==> config.mk <==
export PLATFORM = sky130hd
export DESIGN_NAME = acr_conv_ctrl
export DESIGN_NICKNAME = d
export VERILOG_FILES = /design/src/acr_conv_ctrl.v /design/src/acr_result_store.v
export VERILOG_INCLUDE_DIRS = /design/src
export SDC_FILE = /design/constraint.sdc
export NUM_CORES = 1
export LEC_CHECK = 0
export ABC_AREA = 0
export BUFFER_PORTS_ARGS = -buffer_cell sky130_fd_sc_hd__buf_2
export CAP_MARGIN = 20
export CORE_MARGIN = 8
export CORE_UTILIZATION = 57
export CTS_BUF_LIST = sky130_fd_sc_hd__clkbuf_8
export DETAILED_ROUTE_END_ITERATION = 10
export PLACE_DENSITY = 0.9
export SKIP_CTS_REPAIR_TIMING = 1
export SYNTH_ARGS = -nofsm -noshare
export SYNTH_HDL_FRONTEND = slang
export SYNTH_SLANG_ARGS = --single-unit
==> constraint.sdc <==
create_clock -name clk -period 6.9 [get_ports clk]
set_clock_uncertainty 0.2 [all_clocks]
set_input_delay 0.69 -clock clk [delete_from_list [all_inputs] [get_ports clk]]
set_output_delay 0.69 -clock clk [all_outputs]
set_load 0.01 [all_outputs]
==> src/acr_consts.vh <==
// constants for the converter control and parallel readout block
// assumes inclusion by bare name from the design files
`ifndef ACR_CONSTS_VH
`define ACR_CONSTS_VH
`define ACR_CONV_TIME_NS    4000
`define ACR_CLK_PERIOD_NS   5
`define ACR_NUM_CH          8
`define ACR_RES_BITS        18
`define ACR_BUS_BITS        16
`define ACR_HI_LSB          2
`define ACR_WORDS           16
`define ACR_PD_RUN          2'h0
`define ACR_PD_STANDBY      2'h1
`define ACR_PD_SHUTDOWN     2'h2
`endif

==> src/acr_conv_ctrl.v <==
// conversion control and parallel readout of an eight-channel converter
// assumes all pins synchronous to clk; analog core supplies results as a bus
//
// Behaviour
// - low power request low: standby or shutdown by span
// - common start edge holds all channels together
// - busy rises on start, falls after conversion
// - conversion of all channels takes 4 us
// - busy fall: back to tracking, results published unless low power request is low at that edge
// - split starts hold channels 1-4 and 5-8
// - conversion starts after both split start edges
// - all eight channels always converted and read
// - interface select low chooses parallel port
// - bus driven only while select and strobe low
// - select rise releases bus, fall enables it
// - busy reads return previous results
// - two strobes per channel result
// - first strobe high bits, second low bits
// - sixteen strobes step channels ascending
// - tied select and strobe: sixteen pulses
// - results in two's complement
`timescale 1ns/1ps
`include "acr_consts.vh"
module acr_conv_ctrl #(
  parameter NUM_CH    = `ACR_NUM_CH,
  parameter RES_BITS  = `ACR_RES_BITS,
  parameter BUS_BITS  = `ACR_BUS_BITS,
  parameter CONV_NS   = `ACR_CONV_TIME_NS,
  parameter CLK_NS    = `ACR_CLK_PERIOD_NS
)(
  input  wire                       clk,
  input  wire                       srst,
  input  wire                       sample_start_a,
  input  wire                       sample_start_b,
  input  wire                       low_power_request_n,
  input  wire                       input_span,
  input  wire                       interface_select,
  input  wire                       chip_select_n,
  input  wire                       read_strobe_n,
  input  wire [NUM_CH*RES_BITS-1:0] core_results,
  output reg                        busy,
  output reg                        hold_set_a,
  output reg                        hold_set_b,
  output reg                        standby,
  output reg                        shutdown,
  output reg                        parallel_sel,
  output reg  [BUS_BITS-1:0]        parallel_bus_out,
  output reg                        parallel_bus_oe
);
  // conversion length in cycles, longest time so rounded down
  localparam integer CONV_CYC_RAW = CONV_NS / CLK_NS;
  localparam integer CONV_CYC     = (CONV_CYC_RAW < 1) ? 1 : CONV_CYC_RAW;
  localparam [1:0] ST_IDLE = 2'h0;
  localparam [1:0] ST_WAIT = 2'h1;
  localparam [1:0] ST_CONV = 2'h2;

  function rise;
    input now_v;
    input prev_v;
    begin
      rise = now_v & ~prev_v;
    end
  endfunction

  reg  [1:0]  state_ff;
  reg  [1:0]  nxt_state;
  reg  [15:0] cnt_ff;
  reg  [15:0] nxt_cnt;
  reg         sa_prev_ff;
  reg         sb_prev_ff;
  reg         rd_prev_ff;
  reg  [3:0]  word_ff;
  reg         load_ff;
  wire        up_a;
  wire        up_b;
  wire        rd_fall;
  wire        running;
  wire [RES_BITS-1:0] ch_data;

  assign running = low_power_request_n;
  assign up_a    = rise(sample_start_a, sa_prev_ff);
  assign up_b    = rise(sample_start_b, sb_prev_ff);
  assign rd_fall = rise(~read_strobe_n, ~rd_prev_ff) & ~chip_select_n & ~interface_select;

  ////////////////////////////////////////////////////////////////
  // result store
  acr_result_store #(
    .NUM_CH   (NUM_CH),
    .RES_BITS (RES_BITS)
  ) u_store (
    .clk        (clk),
    .srst       (srst),
    .load       (load_ff),
    .results_in (core_results),
    .rd_ch      (word_ff[3:1]),
    .rd_data    (ch_data)
  );

  ////////////////////////////////////////////////////////////////
  // conversion sequencing
  always @*
  begin
    nxt_state = state_ff;
    nxt_cnt   = cnt_ff;
    case (state_ff)
      ST_IDLE:
      begin
        if (running && (hold_set_a || up_a) && (hold_set_b || up_b))
        begin
          nxt_state = ST_CONV;
          nxt_cnt   = 16'h0000;
        end
        else if (running && (up_a || up_b))
          nxt_state = ST_WAIT;
      end
      ST_WAIT:
      begin
        if ((hold_set_a || up_a) && (hold_set_b || up_b))
        begin
          nxt_state = ST_CONV;
          nxt_cnt   = 16'h0000;
        end
      end
      ST_CONV:
      begin
        nxt_cnt = cnt_ff + 16'h0001;
        if (cnt_ff == CONV_CYC[15:0] - 16'h0001)
          nxt_state = ST_IDLE;
      end
      default:
        nxt_state = ST_IDLE;
    endcase
    if (!running)
      nxt_state = ST_IDLE;
  end

  always @(posedge clk)
  begin
    if (srst)
    begin
      state_ff   <= ST_IDLE;
      cnt_ff     <= 16'h0000;
      sa_prev_ff <= 1'b0;
      sb_prev_ff <= 1'b0;
      busy       <= 1'b0;
      hold_set_a <= 1'b0;
      hold_set_b <= 1'b0;
      load_ff    <= 1'b0;
      standby    <= 1'b0;
      shutdown   <= 1'b0;
    end
    else
    begin
      state_ff   <= nxt_state;
      cnt_ff     <= nxt_cnt;
      sa_prev_ff <= sample_start_a;
      sb_prev_ff <= sample_start_b;
      busy       <= (nxt_state == ST_CONV);
      // all conversions end, sample stages return to tracking
      if (state_ff == ST_CONV && nxt_state != ST_CONV)
      begin
        hold_set_a <= 1'b0;
        hold_set_b <= 1'b0;
      end
      else
      begin
        if (running && up_a && state_ff != ST_CONV)
          hold_set_a <= 1'b1;
        if (running && up_b && state_ff != ST_CONV)
          hold_set_b <= 1'b1;
        if (!running)
        begin
          hold_set_a <= 1'b0;
          hold_set_b <= 1'b0;
        end
      end
      load_ff  <= (state_ff == ST_CONV && nxt_state == ST_IDLE && running);
      standby  <= ~low_power_request_n & input_span;
      shutdown <= ~low_power_request_n & ~input_span;
    end
  end

  ////////////////////////////////////////////////////////////////
  // parallel readout
  always @(posedge clk)
  begin
    if (srst)
    begin
      rd_prev_ff       <= 1'b1;
      word_ff          <= 4'h0;
      parallel_sel     <= 1'b1;
      parallel_bus_out <= {BUS_BITS{1'b0}};
      parallel_bus_oe  <= 1'b0;
    end
    else
    begin
      rd_prev_ff   <= read_strobe_n;
      parallel_sel <= ~interface_select;
      parallel_bus_oe <= ~interface_select & ~chip_select_n & ~read_strobe_n;
      // a strobe fall on the load edge is dropped; the host keeps clear of it
      if (load_ff)
        word_ff <= 4'h0;                        // next fall starts channel 1
      else if (rd_fall)
      begin
        word_ff <= word_ff + 4'h1;
        if (!word_ff[0])
          parallel_bus_out <= ch_data[RES_BITS-1:`ACR_HI_LSB];
        else
          parallel_bus_out <= {{(BUS_BITS-`ACR_HI_LSB){1'b0}},
                               ch_data[`ACR_HI_LSB-1:0]};
      end
    end
  end
  // word_ff upper bits pick the channel, bit 0 picks high or low half;
  // even words carry the high bits, odd words the two low bits

endmodule // acr_conv_ctrl

==> src/acr_result_store.v <==
// result store: eight 18-bit results, loaded together at end of conversion
// assumes results arrive from the converter core in two's complement
`timescale 1ns/1ps
`include "acr_consts.vh"
module acr_result_store #(
  parameter NUM_CH   = `ACR_NUM_CH,
  parameter RES_BITS = `ACR_RES_BITS
)(
  input  wire                       clk,
  input  wire                       srst,
  input  wire                       load,
  input  wire [NUM_CH*RES_BITS-1:0] results_in,
  input  wire [2:0]                 rd_ch,
  output wire [RES_BITS-1:0]        rd_data
);
  reg [RES_BITS-1:0] mem_ff [0:NUM_CH-1];
  integer i;

  // all channels are updated at one instant, never partially
  always @(posedge clk)
  begin
    for (i = 0; i < NUM_CH; i = i + 1)
    begin
      if (srst)
        mem_ff[i] <= {RES_BITS{1'b0}};
      else if (load)
        mem_ff[i] <= results_in[i*RES_BITS +: RES_BITS];
    end
  end

  assign rd_data = mem_ff[rd_ch];
endmodule // acr_result_store

==> impl_metrics.tcl <==
set metrics [dict create \
    dr.pass1.iters 5 \
    final.fill_count 981 \
    worstPathMaxFanout 65 \
    num_vias 5213 \
    post_dp_cell_area_sq_um 9380 \
    power_density_nw_per_um2 222 \
    max_slew_margin_pct 35.0 \
    worst_ep_arrival_time_ns 2.58 \
    final_nets 917 \
    initialDrtViolationCount 486 \
    drc_errors 0 \
    cts_root_buf "sky130_fd_sc_hd__clkbuf_8" \
    number_of_antenna_violations_at_the_first_check_in_global_routing 0 \
    grtUsageTotal_pct 19.9 \
    end_kind "register" \
    max-clock-path-buffers 2 \
    met3_wirelength_um 1210 \
    synth_ff_type "sky130_fd_sc_hd__edfxtp_1" \
    final_layout_size_suffix_gt1_share_pct 33.2 \
    cp-start-kind "input pin" \
    clkLatencyLatePin_ns 0.45 \
    antenna_diode_count 0 \
    die-area_sq_um 18800 \
    synth-edff-count 144 \
    tightestPinTransition_ns 0.974 \
    worst_setup_hold_path_clk_slew_ns 0.09 \
    max_cap_viol_count 0 \
    final.setup.tns_ns 0 \
    hp-start "input_span" \
    io_buffer_count 175 \
    drt.antenna.violating_nets 0 \
    timing.final.hold_violations 0 \
    fmax_ghz 0.371 \
    power.static_leakage_nw 3.75 \
    maximum_number_of_pins_on_one_net_before_global_route_repair 145 \
    cts_sinks 196 \
    yosysSeqAreaShare_pct 64.2 \
    total_gr_overflow 0 \
    avgSynthCellArea_sq_um 14.1 \
    final_weighted_congestion_in_routability_driven_placement 0.846 \
    synthesis.area_sq_um 8360 \
    criticalPathCategory "in2reg" \
    timing.final.crit_period_ns 2.70 \
    tritoncts "yes" \
    number_of_global_route_vias_before_repair 5617 \
    rsz_0062_raised_after_global_routing "false" \
    postLayoutCellArea_sq_um 9830 \
    met2WireLength_um 9690 \
    die_w_um 137 \
    worst_hold_path_type "in2reg" \
    cp_data_required_time_ns 6.79 \
    numCtsBuffers 17 \
    rows 44 \
    wl_per_cell_um 19.1 \
    drt-total-wl_um 18300 \
    asyncSetResetFlopFracSynth_pct 0 \
    area_growth_pct 17.6 \
    dp_hpwl_um 13300 \
    max-vdd-ir-drop_uv 126 \
    avgViaCountPerCell 5.44 \
    yosys_warn_count 0 \
    status "completed" \
    crit_path_start "srst" \
    core-area_sq_um 14400 \
    wl_on_met1_um 6960 \
    post_synth_num_cell_types 46 \
    synthesis.instances 593 \
    maxSlewViolCount 0 \
    route.top_layer_used "met4" \
    total_power_mw 2.18 \
    synthesis.nets 748 \
    setup_violations 0 \
    io_pins 176 \
    die_height_um 137 \
    final_min_period_over_clock_period_pct 39.1 \
    initial_utilization_pct 58.0 \
    r2r_start "load_ff$_SDFF_PP0_" \
    h-tree-depth 4 \
    first_pass_grt_wire_length_um 28400 \
    seq_cells_post_synth 196 \
]
==> sequential cells by signal, indices dropped and copies added (netlist names), named ones only <==
name              flops
cnt_ff               16
sa_prev_ff            1
parallel_bus_oe       1
load_ff               1
shutdown              1
parallel_sel          1
state_ff              2
rd_prev_ff            1
sb_prev_ff            1
u_store.mem_ff      144
hold_set_b            1
parallel_bus_out     16
busy                  1
word_ff               4
standby               1
hold_set_a            1
==> cell families after synthesis <==
group	count (synthesis)	synth area share (%)
AOI/OAI and AO/OA	56	4.46
DFF	196	64.2
and+or+nand+nor	239	16.6
adders and majority gates	2	0.299
buffers and inverters	36	1.81
muxes	54	11.6
xor gates and xnor gates	10	1.05
==> cell usage after synthesis, types with 4 or more instances <==
| library cell | count | area (sq um) |
|---|---|---|
| sky130_fd_sc_hd__nand2b_1 | 5 | 31.3 |
| sky130_fd_sc_hd__nor2b_1 | 5 | 31.3 |
| sky130_fd_sc_hd__inv_1 | 5 | 18.8 |
| sky130_fd_sc_hd__xor2_1 | 4 | 35.0 |
| sky130_fd_sc_hd__xnor2_1 | 6 | 52.6 |
| sky130_fd_sc_hd__o21ai_0 | 20 | 100 |
| sky130_fd_sc_hd__a2111oi_0 | 4 | 35.0 |
| sky130_fd_sc_hd__buf_2 | 4 | 20.0 |
| sky130_fd_sc_hd__edfxtp_1 | 144 | 4320 |
| sky130_fd_sc_hd__nand2_1 | 25 | 93.8 |
| sky130_fd_sc_hd__mux2i_1 | 20 | 200 |
| sky130_fd_sc_hd__dfxtp_1 | 52 | 1040 |
| sky130_fd_sc_hd__and2_1 | 146 | 913 |
| sky130_fd_sc_hd__clkbuf_1 | 23 | 86.3 |
| sky130_fd_sc_hd__a21oi_1 | 12 | 60.1 |
| sky130_fd_sc_hd__mux4_2 | 34 | 766 |
| sky130_fd_sc_hd__nor4_1 | 4 | 25.0 |
| sky130_fd_sc_hd__nand4_1 | 4 | 25.0 |
| sky130_fd_sc_hd__nor2_1 | 26 | 97.6 |
==> path summary, 6_finish.rpt <==
check                           depth (start not counted)                                   to  slack [ns]
worst min register to register                          2    parallel_bus_out[10]$_SDFFE_PP0P_        0.26
worst min-delay path                                    2                  shutdown$_SDFF_PP0_        0.20
worst max-delay path                                    4  u_store.mem_ff[7][11]$_SDFFCE_PN0P_        4.20
worst max register to register                          3  u_store.mem_ff[7][11]$_SDFFCE_PN0P_        4.41
==> through the flow <==
stage                     cells  hold slack (ns)  utilization (%)  setup slack, ns
after floorplan             593            0.252                -             1.03
after global placement      925            0.232             65.0             3.74
after detailed placement    925            0.242             65.0             3.58
after CTS                   956            0.173             67.8             4.08
after global routing        958            0.183             68.2             4.10
final                       958            0.205             68.2             4.20
==> critical path: stages <==
cell                     delay [ns]
sky130_fd_sc_hd__buf_2         0.24
sky130_fd_sc_hd__or2_4         0.55
sky130_fd_sc_hd__buf_12        0.31
sky130_fd_sc_hd__buf_4         0.69
==> placed cells by master (no fill, tap or decap), types with 4 or more instances in the layout <==
cell type and count:
sky130_fd_sc_hd__and2_1 146, sky130_fd_sc_hd__nand2b_1 5, sky130_fd_sc_hd__xnor2_1 6, sky130_fd_sc_hd__a2111oi_0 4
sky130_fd_sc_hd__clkbuf_8 17, sky130_fd_sc_hd__dfxtp_1 50, sky130_fd_sc_hd__bufinv_16 4, sky130_fd_sc_hd__nor2_1 25
sky130_fd_sc_hd__buf_2 175, sky130_fd_sc_hd__edfxtp_1 144, sky130_fd_sc_hd__mux2i_1 20, sky130_fd_sc_hd__a21oi_1 11
sky130_fd_sc_hd__o21ai_0 20, sky130_fd_sc_hd__mux4_2 34, sky130_fd_sc_hd__nor4_1 4, sky130_fd_sc_hd__nor2b_1 5
sky130_fd_sc_hd__nand4_1 4, sky130_fd_sc_hd__nand2_1 25, sky130_fd_sc_hd__buf_4 4, sky130_fd_sc_hd__inv_1 8
sky130_fd_sc_hd__xor2_1 4
==> area by class of cell <==
cell class,count,area (sq um),area share [%]
Sequential cell,196,5370,54.6
Multi-Input combinational cell,361,2860,29.1
Timing Repair Buffer,181,953,9.70
Clock buffer,17,234,2.38
Tap cell,184,230,2.34
Clock inverter,14,170,1.73
Inverter,5,18.8,0.191
==> routing by layer <==
| metal | vias to the layer above | GRT usage (%) |
|---|---|---|
| met1 | 2526 | 23.4 |
| met5 | - | 0 |
| met4 | 0 | 9.05 |
| li1 | 2495 | - |
| met3 | 23 | 4.52 |
| met2 | 169 | 34.2 |
==> power by group <==
group,internal (mW),total [mW],switching (mW)
Combinational,0.0569,0.114,0.0568
Clock,0.385,0.753,0.368
Sequential,1.30,1.31,0.0143
Total,1.74,2.18,0.439
Power figures use the tool's default switching activity.
